==> src/flash_rw_cfg.svh <==
// timing counts, link widths and controller register map for the flash rewrite pair
`ifndef FLASH_RW_CFG_SVH
`define FLASH_RW_CFG_SVH

`define CLK_PERIOD_NS        50
`define SUSPEND_LATENCY_NS   500
`define SUSPEND_LATENCY_CYC  ((`SUSPEND_LATENCY_NS + `CLK_PERIOD_NS - 1) / `CLK_PERIOD_NS)
`define ERASE_CYC_DEFAULT    20000
`define PROGRAM_CYC_DEFAULT  1000
`define RESTART_CYC_DEFAULT  100
`define BLOCK_W_DEFAULT      8

`define REG_CFG      4'h0
`define REG_CMD      4'h4
`define REG_SUSP     4'h8
`define REG_EVT      4'hc
`define REG_ACC      4'h0
`define REG_STAT     4'h4
`define REG_FLAG     4'h8
`define ADDR_W       5
`define ADDR_CFG     5'h00
`define ADDR_CMD     5'h04
`define ADDR_SUSP    5'h08
`define ADDR_EVT     5'h0c
`define ADDR_ACC     5'h10
`define ADDR_STAT    5'h14
`define ADDR_FLAG    5'h18

`define CFG_OP       0
`define CFG_AREA     1
`define CFG_MODE     2
`define CFG_SUS_OK   3
`define CFG_IRQ_SUS  4
`define CFG_VEC_RAM  5
`define CFG_BLK_LSB  8
`define CFG_RESET    32'h0000_0000

`define EVT_MASK     0
`define EVT_SOFT     1
`define EVT_NMI      2
`define EVT_TRAP     3

`define FLG_IRQ      0
`define FLG_NMI      1
`define FLG_DONE     2
`define FLG_ABORT    3
`define FLG_ACC_OK   4
`define FLG_ACC_NO   5
`define FLG_EVT_NO   6
`define FLG_REERASE  7
`define FLG_W        8

`endif

==> src/flash_rw_pkg.sv <==
// types shared by the flash rewrite sequencer and its controller
package flash_rw_pkg;
  typedef enum logic [0:0] {OP_ERASE = 1'b0, OP_PROGRAM = 1'b1} op_t;
  typedef enum logic [0:0] {AREA_DATA = 1'b0, AREA_PROM = 1'b1} area_t;
  typedef enum logic [0:0] {
    rewrite_mode_ram_exec = 1'b0,
    rewrite_mode_rom_exec = 1'b1
  } mode_t;
  typedef enum logic [2:0] {
    ST_IDLE      = 3'b000,
    ST_ERASE     = 3'b001,
    ST_SUSP_WAIT = 3'b010,
    ST_SUSPENDED = 3'b011,
    ST_PROGRAM   = 3'b100,
    ST_RESTART   = 3'b101
  } seq_state_t;
endpackage : flash_rw_pkg
==> src/flash_link_if.sv <==
// link between the rewrite controller and the flash sequencer
`timescale 1ns/1ps
interface flash_link_if #(parameter int BLOCK_W = 8);
  import flash_rw_pkg::*;
  logic               cmd_start;
  op_t                cmd_op;
  area_t              cmd_area;
  logic [BLOCK_W-1:0] cmd_block;
  mode_t              rw_mode;
  logic               suspend_allowed;
  logic               irq_suspend_enable;
  logic               esr_set;
  logic               esr_clr;
  logic               irq_mask_req;
  logic               irq_soft_req;
  logic               irq_nmi_req;
  logic               acc_req;
  logic [BLOCK_W-1:0] acc_block;
  logic               busy;
  logic               suspended;
  logic               erase_suspend_request;
  logic               irq_grant;
  logic               nmi_grant;
  logic               op_done;
  logic               op_aborted;
  logic               flash_reset;
  logic               acc_ok;
  logic               acc_refused;

  modport dev (
    input  cmd_start, cmd_op, cmd_area, cmd_block, rw_mode, suspend_allowed,
    input  irq_suspend_enable, esr_set, esr_clr, irq_mask_req, irq_soft_req,
    input  irq_nmi_req, acc_req, acc_block,
    output busy, suspended, erase_suspend_request, irq_grant, nmi_grant,
    output op_done, op_aborted, flash_reset, acc_ok, acc_refused
  );
  modport ctl (
    output cmd_start, cmd_op, cmd_area, cmd_block, rw_mode, suspend_allowed,
    output irq_suspend_enable, esr_set, esr_clr, irq_mask_req, irq_soft_req,
    output irq_nmi_req, acc_req, acc_block,
    input  busy, suspended, erase_suspend_request, irq_grant, nmi_grant,
    input  op_done, op_aborted, flash_reset, acc_ok, acc_refused
  );
endinterface : flash_link_if

==> src/flash_rewrite_seq.sv <==
// flash rewrite sequencer with interrupt-driven erase suspend and forced abort
`timescale 1ns/1ps
`include "flash_rw_cfg.svh"

module flash_rewrite_seq
  import flash_rw_pkg::*;
#(
  parameter int BLOCK_W     = `BLOCK_W_DEFAULT,
  parameter int ERASE_CYC   = `ERASE_CYC_DEFAULT,
  parameter int PROGRAM_CYC = `PROGRAM_CYC_DEFAULT,
  parameter int RESTART_CYC = `RESTART_CYC_DEFAULT
) (
  input  wire logic  clock,
  input  wire logic  rst,
  input  wire logic  ce,
  flash_link_if.dev  lnk
);

  localparam int          SUSP_CYC = `SUSPEND_LATENCY_CYC;
  localparam logic [31:0] ERASE_N  = 32'(ERASE_CYC);
  localparam logic [31:0] PROG_N   = 32'(PROGRAM_CYC);
  localparam logic [31:0] RST_N    = 32'(RESTART_CYC);
  localparam logic [31:0] SUSP_N   = 32'(SUSP_CYC);

  initial begin
    if (ERASE_CYC < 1 || PROGRAM_CYC < 1 || RESTART_CYC < 1 || SUSP_CYC < 1)
      $error("flash_rewrite_seq: every cycle count must be at least one");
    if (BLOCK_W < 1 || BLOCK_W > 16)
      $error("flash_rewrite_seq: BLOCK_W must be 1 to 16");
  end

  // ===========================================================================
  // operation context
  // ===========================================================================
  seq_state_t         state_q, state_d;
  logic [31:0]        cnt_q;
  logic [31:0]        lat_q;
  area_t              area_q;
  mode_t              mode_q;
  logic [BLOCK_W-1:0] blk_q;
  logic               esr_q;
  logic               pend_q;
  logic               busy_q;
  logic               susp_q;
  logic               irq_grant_q;
  logic               nmi_grant_q;
  logic               done_q;
  logic               abort_q;
  logic               freset_q;
  logic               acc_ok_q;
  logic               acc_no_q;
  logic               nmi_wait_q;

  function automatic logic op_running(input seq_state_t s);
    op_running = (s == ST_ERASE) || (s == ST_SUSP_WAIT) ||
                 (s == ST_SUSPENDED) || (s == ST_PROGRAM);
  endfunction : op_running

  function automatic logic erasing(input seq_state_t s);
    erasing = (s == ST_ERASE) || (s == ST_SUSP_WAIT);
  endfunction : erasing

  logic prom_busy;
  logic susp_ok;
  logic auto_susp;
  logic hold_irq;
  logic abort_now;
  logic any_irq;
  logic last_cnt;

  // policy is chosen by the captured mode and area
  assign prom_busy = op_running(state_q) && (area_q == AREA_PROM);
  assign susp_ok   = lnk.suspend_allowed && lnk.irq_suspend_enable;
  assign any_irq   = lnk.irq_mask_req || lnk.irq_soft_req;
  // only a hardware maskable request arms the automatic suspend
  assign auto_susp = lnk.irq_mask_req && erasing(state_q) && susp_ok &&
                     ((area_q == AREA_DATA) ||
                      (mode_q == rewrite_mode_rom_exec));
  // rom-exec program ROM: handler waits for suspension or completion
  assign hold_irq  = prom_busy && (mode_q == rewrite_mode_rom_exec) &&
                     (state_q != ST_SUSPENDED);
  assign abort_now = lnk.irq_nmi_req && prom_busy &&
                     (mode_q == rewrite_mode_ram_exec);
  assign last_cnt  = (cnt_q == 32'h0000_0001);

  // ===========================================================================
  // state machine
  // ===========================================================================
  always_comb begin
    state_d = state_q;
    case (state_q)
      ST_IDLE: begin
        if (lnk.cmd_start)
          state_d = (lnk.cmd_op == OP_ERASE) ? ST_ERASE : ST_PROGRAM;
      end
      ST_ERASE: begin
        if (last_cnt)
          state_d = ST_IDLE;
        else if (esr_q)
          state_d = ST_SUSP_WAIT;
      end
      ST_SUSP_WAIT: begin
        if (!esr_q)
          state_d = ST_ERASE;
        else if (lat_q == 32'h0000_0001)
          state_d = ST_SUSPENDED;
      end
      ST_SUSPENDED: begin
        if (!esr_q)
          state_d = ST_ERASE;
      end
      ST_PROGRAM: begin
        // suspend requests do not touch programming
        if (last_cnt)
          state_d = ST_IDLE;
      end
      ST_RESTART: begin
        if (cnt_q == 32'h0000_0001)
          state_d = ST_IDLE;
      end
      default: state_d = ST_IDLE;
    endcase
    if (abort_now)
      state_d = ST_RESTART;
  end

  always_ff @(posedge clock) begin
    if (rst) begin
      state_q <= ST_IDLE;
      busy_q  <= 1'b0;
      susp_q  <= 1'b0;
    end else if (ce) begin
      state_q <= state_d;
      busy_q  <= (state_d != ST_IDLE);
      susp_q  <= (state_d == ST_SUSPENDED);
    end
  end

  // ===========================================================================
  // operation and latency counters
  // ===========================================================================
  always_ff @(posedge clock) begin
    if (rst) begin
      cnt_q <= 32'h0000_0000;
    end else if (ce) begin
      if (abort_now)
        cnt_q <= RST_N;
      else if (state_q == ST_IDLE && lnk.cmd_start)
        cnt_q <= (lnk.cmd_op == OP_ERASE) ? ERASE_N : PROG_N;
      else if (state_q == ST_ERASE || state_q == ST_PROGRAM ||
               state_q == ST_RESTART)
        cnt_q <= cnt_q - 32'h0000_0001;
    end
  end

  // erase progress holds while the suspend latency runs out
  always_ff @(posedge clock) begin
    if (rst) begin
      lat_q <= 32'h0000_0000;
    end else if (ce) begin
      if (state_q == ST_ERASE && esr_q)
        lat_q <= SUSP_N;
      else if (state_q == ST_SUSP_WAIT)
        lat_q <= lat_q - 32'h0000_0001;
    end
  end

  always_ff @(posedge clock) begin
    if (rst) begin
      area_q <= AREA_DATA;
      mode_q <= rewrite_mode_ram_exec;
      blk_q  <= '0;
    end else if (ce && state_q == ST_IDLE && lnk.cmd_start) begin
      area_q <= lnk.cmd_area;
      mode_q <= lnk.rw_mode;
      blk_q  <= lnk.cmd_block;
    end
  end

  // ===========================================================================
  // erase-suspend request bit
  // ===========================================================================
  // a set, from hardware or from the handler, wins over a clear
  always_ff @(posedge clock) begin
    if (rst) begin
      esr_q <= 1'b0;
    end else if (ce) begin
      if (abort_now || state_d == ST_IDLE)
        esr_q <= 1'b0;
      else if (auto_susp || (lnk.esr_set && erasing(state_q)))
        esr_q <= 1'b1;
      else if (lnk.esr_clr)
        esr_q <= 1'b0;
    end
  end

  // ===========================================================================
  // interrupt grants
  // ===========================================================================
  always_ff @(posedge clock) begin
    if (rst) begin
      pend_q      <= 1'b0;
      irq_grant_q <= 1'b0;
    end else if (ce) begin
      irq_grant_q <= 1'b0;
      if (any_irq && !hold_irq && !pend_q) begin
        irq_grant_q <= 1'b1;
      end else if (any_irq || pend_q) begin
        if (!hold_irq || abort_now) begin
          pend_q      <= 1'b0;
          irq_grant_q <= 1'b1;
        end else begin
          pend_q <= 1'b1;
        end
      end
    end
  end

  // watchdog-class requests are granted at once, except in restart or when they abort a ram-exec program ROM command
  always_ff @(posedge clock) begin
    if (rst) begin
      nmi_wait_q  <= 1'b0;
      nmi_grant_q <= 1'b0;
      abort_q     <= 1'b0;
      freset_q    <= 1'b0;
    end else if (ce) begin
      nmi_grant_q <= 1'b0;
      abort_q     <= abort_now;
      if (abort_now) begin
        nmi_wait_q <= 1'b1;
        freset_q   <= 1'b1;
      end else if (state_q == ST_RESTART && state_d == ST_IDLE) begin
        nmi_wait_q  <= 1'b0;
        freset_q    <= 1'b0;
        nmi_grant_q <= nmi_wait_q || lnk.irq_nmi_req;
      end else if (lnk.irq_nmi_req && state_q != ST_RESTART) begin
        nmi_grant_q <= 1'b1;
      end else if (lnk.irq_nmi_req) begin
        nmi_wait_q <= 1'b1;
      end
    end
  end

  // ===========================================================================
  // completion and block access
  // ===========================================================================
  always_ff @(posedge clock) begin
    if (rst) begin
      done_q <= 1'b0;
    end else if (ce) begin
      done_q <= (state_q == ST_ERASE || state_q == ST_PROGRAM) && last_cnt &&
                !abort_now;
    end
  end

  always_ff @(posedge clock) begin
    if (rst) begin
      acc_ok_q <= 1'b0;
      acc_no_q <= 1'b0;
    end else if (ce) begin
      acc_ok_q <= 1'b0;
      acc_no_q <= 1'b0;
      if (lnk.acc_req) begin
        if (state_q == ST_IDLE ||
            (state_q == ST_SUSPENDED && lnk.acc_block != blk_q))
          acc_ok_q <= 1'b1;
        else
          acc_no_q <= 1'b1;
      end
    end
  end

  assign lnk.busy                  = busy_q;
  assign lnk.suspended             = susp_q;
  assign lnk.erase_suspend_request = esr_q;
  assign lnk.irq_grant             = irq_grant_q;
  assign lnk.nmi_grant             = nmi_grant_q;
  assign lnk.op_done               = done_q;
  assign lnk.op_aborted            = abort_q;
  assign lnk.flash_reset           = freset_q;
  assign lnk.acc_ok                = acc_ok_q;
  assign lnk.acc_refused           = acc_no_q;

endmodule : flash_rewrite_seq

==> src/flat_wrapper.sv <==
// flat-port wrapper written by rule: the top's interface ports become plain ports
module flash_rewrite_seq_flat import flash_rw_pkg::*;
#(
  parameter int BLOCK_W     = `BLOCK_W_DEFAULT,
  parameter int ERASE_CYC   = `ERASE_CYC_DEFAULT,
  parameter int PROGRAM_CYC = `PROGRAM_CYC_DEFAULT,
  parameter int RESTART_CYC = `RESTART_CYC_DEFAULT
)
  (clock, rst, ce, lnk_cmd_start, lnk_cmd_op, lnk_cmd_area, lnk_cmd_block, lnk_rw_mode, lnk_suspend_allowed, lnk_irq_suspend_enable, lnk_esr_set, lnk_esr_clr, lnk_irq_mask_req, lnk_irq_soft_req, lnk_irq_nmi_req, lnk_acc_req, lnk_acc_block, lnk_busy, lnk_suspended, lnk_erase_suspend_request, lnk_irq_grant, lnk_nmi_grant, lnk_op_done, lnk_op_aborted, lnk_flash_reset, lnk_acc_ok, lnk_acc_refused);
  flash_link_if #(.BLOCK_W(BLOCK_W)) lnk_i ();
  input  wire logic clock;
  input  wire logic rst;
  input  wire logic ce;
  input wire logic [$bits(lnk_i.cmd_start)-1:0] lnk_cmd_start;
  input wire logic [$bits(lnk_i.cmd_op)-1:0] lnk_cmd_op;
  input wire logic [$bits(lnk_i.cmd_area)-1:0] lnk_cmd_area;
  input wire logic [$bits(lnk_i.cmd_block)-1:0] lnk_cmd_block;
  input wire logic [$bits(lnk_i.rw_mode)-1:0] lnk_rw_mode;
  input wire logic [$bits(lnk_i.suspend_allowed)-1:0] lnk_suspend_allowed;
  input wire logic [$bits(lnk_i.irq_suspend_enable)-1:0] lnk_irq_suspend_enable;
  input wire logic [$bits(lnk_i.esr_set)-1:0] lnk_esr_set;
  input wire logic [$bits(lnk_i.esr_clr)-1:0] lnk_esr_clr;
  input wire logic [$bits(lnk_i.irq_mask_req)-1:0] lnk_irq_mask_req;
  input wire logic [$bits(lnk_i.irq_soft_req)-1:0] lnk_irq_soft_req;
  input wire logic [$bits(lnk_i.irq_nmi_req)-1:0] lnk_irq_nmi_req;
  input wire logic [$bits(lnk_i.acc_req)-1:0] lnk_acc_req;
  input wire logic [$bits(lnk_i.acc_block)-1:0] lnk_acc_block;
  output wire logic [$bits(lnk_i.busy)-1:0] lnk_busy;
  output wire logic [$bits(lnk_i.suspended)-1:0] lnk_suspended;
  output wire logic [$bits(lnk_i.erase_suspend_request)-1:0] lnk_erase_suspend_request;
  output wire logic [$bits(lnk_i.irq_grant)-1:0] lnk_irq_grant;
  output wire logic [$bits(lnk_i.nmi_grant)-1:0] lnk_nmi_grant;
  output wire logic [$bits(lnk_i.op_done)-1:0] lnk_op_done;
  output wire logic [$bits(lnk_i.op_aborted)-1:0] lnk_op_aborted;
  output wire logic [$bits(lnk_i.flash_reset)-1:0] lnk_flash_reset;
  output wire logic [$bits(lnk_i.acc_ok)-1:0] lnk_acc_ok;
  output wire logic [$bits(lnk_i.acc_refused)-1:0] lnk_acc_refused;
  assign lnk_i.cmd_start = lnk_cmd_start;
  assign lnk_i.cmd_op = lnk_cmd_op;
  assign lnk_i.cmd_area = lnk_cmd_area;
  assign lnk_i.cmd_block = lnk_cmd_block;
  assign lnk_i.rw_mode = lnk_rw_mode;
  assign lnk_i.suspend_allowed = lnk_suspend_allowed;
  assign lnk_i.irq_suspend_enable = lnk_irq_suspend_enable;
  assign lnk_i.esr_set = lnk_esr_set;
  assign lnk_i.esr_clr = lnk_esr_clr;
  assign lnk_i.irq_mask_req = lnk_irq_mask_req;
  assign lnk_i.irq_soft_req = lnk_irq_soft_req;
  assign lnk_i.irq_nmi_req = lnk_irq_nmi_req;
  assign lnk_i.acc_req = lnk_acc_req;
  assign lnk_i.acc_block = lnk_acc_block;
  assign lnk_busy = lnk_i.busy;
  assign lnk_suspended = lnk_i.suspended;
  assign lnk_erase_suspend_request = lnk_i.erase_suspend_request;
  assign lnk_irq_grant = lnk_i.irq_grant;
  assign lnk_nmi_grant = lnk_i.nmi_grant;
  assign lnk_op_done = lnk_i.op_done;
  assign lnk_op_aborted = lnk_i.op_aborted;
  assign lnk_flash_reset = lnk_i.flash_reset;
  assign lnk_acc_ok = lnk_i.acc_ok;
  assign lnk_acc_refused = lnk_i.acc_refused;
  flash_rewrite_seq #(.BLOCK_W(BLOCK_W), .ERASE_CYC(ERASE_CYC), .PROGRAM_CYC(PROGRAM_CYC), .RESTART_CYC(RESTART_CYC)) u_core (.clock(clock), .rst(rst), .ce(ce), .lnk(lnk_i));
endmodule
==> config.mk <==
export PLATFORM = sky130hd
export DESIGN_NAME = flash_rewrite_seq_flat
export DESIGN_NICKNAME = d
export VERILOG_FILES = /design/src/flash_rw_pkg.sv /design/src/flash_link_if.sv /design/src/flash_rewrite_seq.sv /design/src/flat_wrapper.sv
export VERILOG_INCLUDE_DIRS = /design/src
export SDC_FILE = /design/constraint.sdc
export NUM_CORES = 1
export LEC_CHECK = 0
export BUFFER_PORTS_ARGS = -buffer_cell sky130_fd_sc_hd__buf_4
export CORE_MARGIN = 2
export CORE_UTILIZATION = 35
export DETAILED_ROUTE_END_ITERATION = 6
export GPL_ROUTABILITY_DRIVEN = 0
export PLACE_DENSITY_LB_ADDON = 0.25
export RECOVER_POWER = 100
export SETUP_SLACK_MARGIN = 0.15
export SYNTH_ARGS = -nofsm -noshare
export SYNTH_HDL_FRONTEND = slang
export SYNTH_SLANG_ARGS = --single-unit
==> constraint.sdc <==
create_clock -name clock -period 2.4 [get_ports clock]
set_input_delay 0.24 -clock clock [delete_from_list [all_inputs] [get_ports clock]]
set_output_delay 0.24 -clock clock [all_outputs]
set_load 0.02 [all_outputs]
==> metrics.md, run 1 <==
| Metric | Value |
|---|---|
| Status | finished, final reports clean |
| Multiplexer area fraction after synthesis | 0 |
| Avg Cell Area, Syn | around 8.1 sq um |
| Synth Register Bits | between 80 and 90 |
| Sequential cell area | approximately 1800 sq um |
| Worst hold slack | 0.146 ns |
| Yosys cell types | 53 |
| Number of flops mapped to enable cells by yosys | 0 |
| Synth Area in Simple Gates | 0.298 |
| Post-synth top cells | dfxtp_1 (89), nor2_1 (85), nand2_1 (46) |
| Starting DRT DRC Count | 148 |
| Core Region | roughly 12000 sq um |
| Synth Area in Compound Gates | 0.139 |
| Floorplan row count | 40 |
| Final Max Tran Viols | 0 |
| Mapped cell area | 4330 sq um |
| Fillers | about 1.2k |
| First-pass iteration count of the detailed router | 4 |
| Root Buffer | clkbuf_16 |
| Final worst-path cycle share | 0.984 |
| Slew @ Worst Pin | 0.595 ns |
| Seq/Total Area, Yosys | 0.411 |
| Top-area cell type share of the netlist area | 0.411 |
| Multi-input logic area | 2730 sq um |
| Clock Path Buffers | 2 |
| Min Tclk post-route | 2.36 ns |
| CTS tree | yes |
| Power Dens Cells | just under 700 nW/um^2 |
| H-tree depth | 3 |
| Layout cells sized above 1 | 0.239 |
| Worst Setup SP | u_core.cnt_q[24] |
| Async S/R FF share, synth | 0 |
| Hold_buf cts | 0 |
| Main combinational cell family by area after synthesis | simple AND/OR/NAND/NOR gates |
| # IOs | 41 |
| Port bufs | 40 |
| Biggest area consumer among synthesized cells | dfxtp_1 |
| Post-Synth XOR/XNOR Area | 0.109 |
| CP max FO | 4 |
| Synth warnings | 0 |
| Antenna Nets Post-Route | 0 |
| Layout Skew | roughly 0.0068 ns |
| Die area | 13300 sq um |
| Worst VDD drop | 0.339 mV |
| Adder-Cell Fraction of Synth Area | 0.0115 |
| First-pass GRT wire length | 17.9 mm |
| Drt total wl | 10.6 mm |
| Die height | 115 microns |
| Startpoint Class | flop |
| Wire length per cell after detailed routing | 13.7 microns |
| Hold Path Sink | u_core.blk_q[0] |
| Fin area | 5630 sq um |
| Count leader, synth | dfxtp_1 |
| RSZ-0062 raised after global routing | true |
| Initial antenna violation count | 0 |
| Reg2reg end | u_core.lnk.busy |
| Final hold vios | 0 |
| Setup_tns | 0 ns |
| Hold Crit Depth | 3 |
| DRC Markers | 0 |
| Vias per std cell | 5.13 |
| Gr usage total | 0.167 |
| Inserted Clock Buffers | 9 |
| DP Wirelength | 7.34 mm |
| Initial Utilization | 0.359 |
| Placement Cell Area | 5070 sq um |
| Leakage | 2.13 nW |
| Synthesized net count | 570 |
| Number of global-route vias before repair | 3887 |
| Layout net count | 639 |
| Slew HR | 0.603 |
| Mapped Cells | 535 |
| Worst setup EP type | flop |
| Hold Crit Class | primary input to flop |
| Main synth FF type | dfxtp_1 |
| Clk_lat worst skew | roughly 0.34 ns |
| Die Wd | approximately 120 microns |
| Crit path arrival time | 2.56 ns |
| Clk pin slew, worst setup/hold paths | 0.06 ns |
| Setup-failing EPs final | 0 |
| DR vias | 3974 |
| Max Clk Rate | 423 MHz |
| Clock Sink Count | 89 |
| Diodes inserted | 0 |
| Grt ovf | 0 |
| Synth top area cells | dfxtp_1 (41%), nor2_1 (7.4%), xnor2_1 (7.1%) |
| Reg2reg path depth | 7 |
| Hold path start | lnk_cmd_block[0] |
| Max cap viols | 0 |
| Largest net degree at the start of global routing | 43 |
| FF-to-FF setup slack | 0.04 ns |
| P&R area growth vs syn | 29.8% |
| Kind of critical path | flop to flop |
| Final Total Pwr | between 3 and 4 mW |
| Crit path required time | 2.60 ns |
| R2R Path Start | u_core.cnt_q[24] |
==> metal layers <==
layer,routed length (microns),vias to the layer above,track usage
li1,-,2019,-
met1,4760,1889,0.198
met2,5300,55,0.294
met3,430,11,0.0506
met4,137,0,0.0474
met5,0,-,0
==> critical path, cell delays in order, from the launching register on <==
cell and delay, ns:
dfxtp_1 0.31, or4_4 0.53, or4b_4 0.53, nor4_4 0.22, buf_4 0.18, nor3b_2 0.05
nor3_2 0.26, a311oi_1 0.14
==> kinds of logic (layout without fill, tap and decap cells) <==
group	Yosys count	in the layout
DFF	89	89
adders and majority gates	4	4
AOI/OAI and AO/OA	100	100
xor gates and xnor gates	54	54
buffers and inverters	35	107
and+or+nand+nor	253	253
==> report_power, final <==
| part | leakage [nW] | internal (mW) | switching [mW] |
|---|---|---|---|
| registers | 0.724 | 1.55 | 0.0693 |
| logic | 1.27 | 0.391 | 0.435 |
| clock network | 0.137 | 0.822 | 0.558 |
==> layout by cell type, fill, tap and decap left out, types with 8 or more instances in the layout <==
master and instances:
clkbuf_16 9, nor2_1 83, or3_1 12, o21ai_0 19, nand2_1 46, nor4_1 9, xor2_1 19, clkbuf_1 13
a21oi_1 41, or4_4 8, nor3_1 18, buf_4 67, dfxtp_1 84, or3_4 8, xnor2_1 35
==> state kept, by name, summed over array words and instances (netlist names), 3 cells and up <==
register	cells
u_core.state_q	3
u_core.blk_q	8
u_core.lat_q	32
u_core.cnt_q	32
==> how the worst max path moves through the flow <==
| stage | depth (start not counted) | end |
|---|---|---|
| floorplan | 7 | u_core.lat_q[24] |
| global placement | 6 | u_core.lnk.busy |
| detailed placement | 6 | u_core.lnk.busy |
| CTS | 6 | u_core.lnk.busy |
| global route | 7 | u_core.lnk.busy |
| finish | 7 | u_core.lnk.busy |
==> final cells by class <==
type / count / share of cell area
flip-flops and latches: 89 / 0.318
repair buffers: 83 / 0.103
multi-input cells: 411 / 0.484
well taps: 168 / 0.0373
clock buffers: 11 / 0.0431
clock inverters: 3 / 0.00756
inverters: 10 / 0.00667
==> per-stage QoR <==
step           setup WS [ns]  instances  utilization
2_1_floorplan       -0.00436        535            -
3_3_place_gp          0.0226        755        0.420
3_5_place_dp          -0.101        755        0.420
4_1_cts               0.0267        773        0.457
5_1_grt              -0.0772        775        0.467
6_report              0.0385        775        0.467
==> timing repair <==
item,4_1_cts,5_1_grt
resized for setup,25,36
endpoints found under the hold margin,0,0
setup endpoints to repair,32,44
pin swaps,10,18
setup buffers,4,2
(Power assumes the default switching activity.)
==> run 2, diff against run 1 <==
ABC_AREA = 1   (was not set)
==> run 2 against run 1 <==
Compared with the run above:
- routed wire length increased by 12%
- sequential cell count unchanged
- worst setup slack improved by 0.22 ns
- final cell count increased by 24%
- register-to-register slack improved by 0.22 ns
- cell area increased by 1.4%
- clock-buffer cell count decreased by 1
- sequential share of layout area decreased by 0.52 points
- via count increased by 16%
- clock skew increased by 0.0047 ns
- utilization decreased by 5.2 points
- largest cell class unchanged
==> metrics.md, run 2 <==
| Metric | Value |
|---|---|
| Startpoint Class | flop |
| Grt ovf | 0 (unchanged) |
| Commonest non-fill, non-tap cell in the layout | nand2_1 |
| FF-to-FF setup slack | 0.26 ns (+0.22 ns) |
| Layout cells sized above 1 | 0.105 (-0.134) |
| Yosys cell types | 42 (-21%) |
| Min Tclk post-route | 2.14 ns (-0.219 ns) |
| Hold_buf cts | 0 (unchanged) |
| Crit-path slowest cell | dfxtp_1 |
| Hold path start | lnk_cmd_block[4] |
| Clock Path Buffers | 2 (unchanged) |
| DRC Markers | 0 (unchanged) |
| Final Max Tran Viols | 0 (unchanged) |
| Die height | 122 microns (+6.1%) |
| Fin area | 5710 sq um (+1.4%) |
| Count leader, synth | nand2_1 |
| Placed insts | 943 (+25%) |
| Avg Cell Area, Syn | 6.67 sq um (-18%) |
| DP Wirelength | 8.76 mm (+19%) |
| CP max FO | 12 (+8) |
| First-pass iteration count of the detailed router | 7 (+3) |
| Crit path required time | 2.70 ns (+0.10 ns) |
| Biggest area consumer among synthesized cells | dfxtp_1 |
| Largest stage delay, worst path | 0.32 ns (-0.21 ns) |
| Die Wd | 122 microns (+6.1%) |
| # IOs | 41 (unchanged) |
| Slew @ Worst Pin | 0.555 ns (-0.0401 ns) |
| Hold Crit Class | primary input to flop |
| Wire length per cell after detailed routing | 12.5 microns (-9.1%) |
| Synthesized net count | 770 (+35%) |
| Synth warnings | 0 (unchanged) |
| Gr usage total | 0.170 (+0.00259) |
| Synth Register Bits | 89 (unchanged) |
| Top-area cell type share of the netlist area | 0.364 (-0.0474) |
| Setup_tns | 0 ns (unchanged) |
| Worst VDD drop | 0.399 mV (+18%) |
| Post-synth top cells | nand2_1 (123), nor2_1 (121), inv_1 (99) |
| Antenna Nets Post-Route | 0 (unchanged) |
| Crit-path cells | inv_1, nand3_2, nor2_4, nand2_2, nand2_4, nand2_2, nor2_4, nand2_1, nor3_1, nand2_1, a21oi_1, o21a_1 |
| Inserted Clock Buffers | 9 (unchanged) |
| RSZ-0062 raised after global routing | true |
| Clk_lat worst skew | 0.35 ns (about the same) |
| Clk pin slew, worst setup/hold paths | 0.07 ns (about the same) |
| Setup-failing EPs final | 0 (unchanged) |
| Port bufs | 40 (unchanged) |
| Diodes inserted | 0 (unchanged) |
| Final hold vios | 0 (unchanged) |
| Sequential cell area | 1780 sq um (-0.28%) |
| Top flop regs | u_core.cnt_q (32), u_core.lat_q (32), u_core.blk_q (8) |
| Status | finished, final reports clean |
| Leakage | 2.57 nW (+21%) |
| Core Region | 13800 sq um (+14%) |
| Max cap viols | 0 (unchanged) |
| Floorplan row count | 43 (+7.5%) |
| Drt total wl | 12.0 mm (+12%) |
| Kind of critical path | flop to flop |
| Multi-input logic area | 2640 sq um (-3.1%) |
| Layout Skew | 0.0114 ns (+0.00467 ns) |
| Main synth FF type | dfxtp_1 |
| Worst setup EP type | flop |
| Mapped cell area | 4900 sq um (+13%) |
| Mapped Cells | 735 (+37%) |
| CTS tree | yes |
| Largest net degree at the start of global routing | 35 (-19%) |
| First-pass GRT wire length | 20.4 mm (+14%) |
| Async S/R FF share, synth | 0 (unchanged) |
| Slew HR | 0.630 (+0.0263) |
| Clock Sink Count | 89 (unchanged) |
| Synth top area cells | dfxtp_1 (36%), nand2_1 (9.4%), nor2_1 (9.3%) |
| Final worst-path cycle share | 0.893 (-0.0911) |
| Commonest cells after routing, fill and taps aside | nand2_1 (124), nor2_1 (120), inv_1 (101) |
| Crit path arrival time | 2.44 ns (-0.12 ns) |
| Layout net count | 809 (+27%) |
| Placement Cell Area | 5390 sq um (+6.3%) |
| Starting DRT DRC Count | 283 (+91%) |
| Initial antenna violation count | 0 (unchanged) |
| Die area | 15000 sq um (+13%) |
| Seq/Total Area, Yosys | 0.364 (-0.0474) |
| Number of flops mapped to enable cells by yosys | 0 (unchanged) |
| Max Clk Rate | 467 MHz (+10%) |
| Power Dens Cells | 777 nW/um^2 (+14%) |
| P&R area growth vs syn | 16.4% |
| Root Buffer | clkbuf_16 |
| Vias per std cell | 4.83 (-5.9%) |
| Number of global-route vias before repair | 4336 (+12%) |
| Worst Setup SP | u_core.state_q[1] |
| H-tree depth | 3 (unchanged) |
| DR vias | 4629 (+16%) |
| Post-route insts no fill | 959 (+24%) |
| Initial Utilization | 0.356 (-0.00359) |
| Fillers | 1525 (+28%) |
| R2R Path Start | u_core.state_q[1] |
## run 2: changes by cell type after synthesis, sizes merged, moves of 13 or more
cell   before  now
a21oi      41   72
inv         9  106
nand2      46  128
nand3       7   41
nand4       1   20
nor2       85  127
nor4       18    5
o21ai      23   44
or3        20    0
xnor2      35    8
## run 2: what timing repair did
action                                  in CTS  in global routing
endpoints found under the setup margin       0                 10
gates resized for setup                      0                  9
buffers inserted                             0                  0
## run 2: cell type report
type | count | area share
sequential | 89 | 0.313
timing repair buffer | 46 | 0.0533
clock inverter | 6 | 0.0197
tap | 180 | 0.0395
clock buffer | 10 | 0.0419
inverter | 106 | 0.0702
multi-input combinational | 522 | 0.463
## run 2: worst max-delay path, delay by kind of cell, from the launching register on
family / cells / cell delay, ns
compound gates: 2 / 0.27
buf+inv: 1 / 0.22
flops: 1 / 0.32
simple gates: 9 / 1.27
## run 2: report_power, final
group	total, mW	internal [mW]	switching, mW	leakage (nW)
clock network	1.67	1.05	0.616	0.173
registers	1.67	1.58	0.0868	0.724
logic	1.10	0.383	0.714	1.68
total	4.43	3.01	1.42	2.57
## run 2: worst paths after layout
path / to / depth (start not counted)
min: u_core.blk_q[4] / 3
min reg2reg: u_core.lnk.op_aborted / 2
max: u_core.lat_q[24] / 12
max reg2reg: u_core.lat_q[24] / 12
## run 2: cell families after synthesis
group                    Yosys count  share of synthesized area
AO/OA/AOI/OAI                    142                      0.163
XOR/XNOR                          20                     0.0358
adder cells (fa/ha/maj)            4                     0.0102
buffers and inverters            124                     0.0986
flip-flops                        89                      0.364
AND/OR/NAND/NOR                  356                      0.329
## run 2: metrics by stage
step                hold slack (ns)  utilization  power (mW)  worst slack, ns
floorplan                     0.400            -        2.52            0.683
global placement              0.457        0.391        2.79            0.224
detailed placement            0.459        0.391        2.79            0.211
CTS                           0.153        0.417        4.48            0.185
global route                  0.164        0.414        4.72           0.0630
finish                        0.167        0.414        4.43            0.257
## run 2: per-layer routing
layer  part of all wire  up-vias  global-route usage  wire, microns
met5                  0        -                   0              0
met4              0.012        0              0.0467            146
met3              0.032        9              0.0432            385
met2               0.44       58               0.260           5220
met1               0.52     2079               0.237           6210
li1                   -     2483                   -              -
==> run 3, diff against run 2 <==
SETUP_SLACK_MARGIN = 0.4   (was 0.15)
==> run 3 against run 2 <==
Compared with the run above:
- clock-buffer cell count did not move
- largest cell class unchanged
- critical endpoint is now u_core.cnt_q[29]
- global-route usage up 0.082 points
- cell area up 5.9%
==> metrics.md, run 3 (synthesis gave the netlist of run 2 again) <==
| Metric | Value |
|---|---|
| DP Wirelength | 8.76 mm (unchanged) |
| Layout net count | 829 (+2.5%) |
| Worst VDD drop | 0.398 mV (-0.33%) |
| Power Dens Cells | 764 nW/um^2 (-1.6%) |
| Layout Skew | 0.0111 ns (-0.000340 ns) |
| CTS tree | yes |
| Top flop regs | u_core.cnt_q (32), u_core.lat_q (32), u_core.blk_q (8) |
| Worst setup EP type | flop |
| Commonest non-fill, non-tap cell in the layout | nand2_1 |
| Die height | 122 microns (unchanged) |
| Crit path required time | 2.63 ns (-0.07 ns) |
| Slew HR | 0.628 (-0.00149) |
| Hold Crit Class | primary input to flop |
| Leakage | 2.70 nW (+5.0%) |
| Reg2reg path depth | 9 (-3) |
| Startpoint Class | flop |
| Kind of critical path | flop to flop |
| Drt total wl | 12.5 mm (+4.3%) |
| Core Region | 13800 sq um (unchanged) |
| Min Tclk post-route | 2.06 ns (-0.0841 ns) |
| H-tree depth | 3 (unchanged) |
| # IOs | 41 (unchanged) |
| Crit path arrival time | 2.28 ns (-0.16 ns) |
| Die area | 15000 sq um (unchanged) |
| Root Buffer | clkbuf_16 |
| Wire length per cell after detailed routing | 12.7 microns (+2.1%) |
| Number of global-route vias before repair | 4341 (+0.12%) |
| P&R area growth vs syn | 23.3% |
| Max Clk Rate | 486 MHz (+4.1%) |
| CP max FO | 4 (-8) |
| Clk pin slew, worst setup/hold paths | 0.07 ns (about the same) |
| Final Max Tran Viols | 0 (unchanged) |
| Largest net degree at the start of global routing | 35 (unchanged) |
| Final worst-path cycle share | 0.858 (-0.0350) |
| Grt ovf | 0 (unchanged) |
| Setup-failing EPs final | 0 (unchanged) |
| Hold_buf cts | 0 (unchanged) |
| Vias per std cell | 4.84 (+0.37%) |
| Port bufs | 40 (unchanged) |
| Die Wd | 122 microns (unchanged) |
| Hold Crit Depth | 3 (unchanged) |
| Diodes inserted | 0 (unchanged) |
| Antenna Nets Post-Route | 0 (unchanged) |
| Floorplan row count | 43 (unchanged) |
| Layout cells sized above 1 | 0.166 (+0.0612) |
| Setup_tns | 0 ns (unchanged) |
| Inserted Clock Buffers | 9 (unchanged) |
| Gr usage total | 0.171 (+0.000818) |
| Clock Sink Count | 89 (unchanged) |
| Starting DRT DRC Count | 259 (-8.5%) |
| Clock Path Buffers | 2 (unchanged) |
| First-pass GRT wire length | 20.5 mm (+0.51%) |
| Final core occ | 0.439 (+0.0245) |
| RSZ-0062 raised after global routing | true |
| Max cap viols | 0 (unchanged) |
| Initial Utilization | 0.356 (unchanged) |
| Commonest cells after routing, fill and taps aside | nand2_1 (118), nor2_1 (112), inv_1 (98) |
| DRC Markers | 0 (unchanged) |
| DR vias | 4743 (+2.5%) |
| Final hold vios | 0 (unchanged) |
| Status | finished, final reports clean |
| Initial antenna violation count | 0 (unchanged) |
| Slew @ Worst Pin | 0.557 ns (+0.00224 ns) |
| First-pass iteration count of the detailed router | 5 (-2) |
| Clk_lat worst skew | 0.35 ns (about the same) |
run 3: cell count changes in the layout (fill, tap and decap cells not counted), sizes merged:
cell / previous run / this run
nand2: 128 / 129
clkbuf: 21 / 22
buf: 35 / 53
run 3: final cells by class:
type / count / area, sq um
Clock buffer: 10 / 239
Multi-Input combinational cell: 523 / 2820
Sequential cell: 89 / 1790
Inverter: 106 / 413
Clock inverter: 6 / 113
Tap cell: 180 / 225
Fill cell: 1497 / 7730
Timing Repair Buffer: 65 / 447
run 3: per-stage QoR:
stage	worst slack, ns	power, mW	hold slack [ns]	std cells	instance area [sq um]
2_1_floorplan	0.683	2.52	0.400	735	4900
3_3_place_gp	0.224	2.79	0.457	943	5390
3_5_place_dp	0.211	2.79	0.459	943	5390
4_1_cts	0.415	4.50	0.153	959	5770
5_1_grt	0.185	4.92	0.164	979	6040
6_report	0.341	4.62	0.164	979	6040
run 3: layer usage:
metal | vias to the layer above | track usage | part of all wire
li1 | 2529 | - | -
met5 | - | 0 | 0
met4 | 0 | 0.0445 | 0.011
met2 | 76 | 0.262 | 0.46
met3 | 9 | 0.0432 | 0.037
met1 | 2129 | 0.239 | 0.50
run 3: path summary, 6_finish.rpt:
path / from / end / slack (ns)
max: u_core.cnt_q[3] / u_core.cnt_q[29] / 0.34
min: lnk_cmd_block[4] / u_core.blk_q[4] / 0.16
max reg2reg: u_core.cnt_q[3] / u_core.cnt_q[29] / 0.34
min reg2reg: u_core.lnk.op_aborted / u_core.lnk.op_aborted / 0.47
run 3: what timing repair did:
| action | 4_1_cts | 5_1_grt |
|---|---|---|
| gates resized for setup | 8 | 54 |
| setup buffers | 0 | 19 |
| pin swaps | 0 | 14 |
| gates cloned | 0 | 1 |
| setup endpoints to repair | 13 | 37 |
run 3: worst max-delay path, cell delays in order (launching register included):
cell     delay (ns)
dfxtp_2        0.34
nor2_4         0.15
nand4_1        0.16
nor2_1         0.33
nand4_1        0.27
nor2_1         0.23
nand2_1        0.10
nor3_2         0.13
xor2_1         0.16
nor2_1         0.05
run 3: power by group:
part | total (mW) | switching, mW | internal (mW) | leakage, nW
Combinational | 1.28 | 0.796 | 0.479 | 1.80
Clock | 1.67 | 0.617 | 1.05 | 0.173
Sequential | 1.68 | 0.0953 | 1.58 | 0.726
Total | 4.62 | 1.51 | 3.11 | 2.70
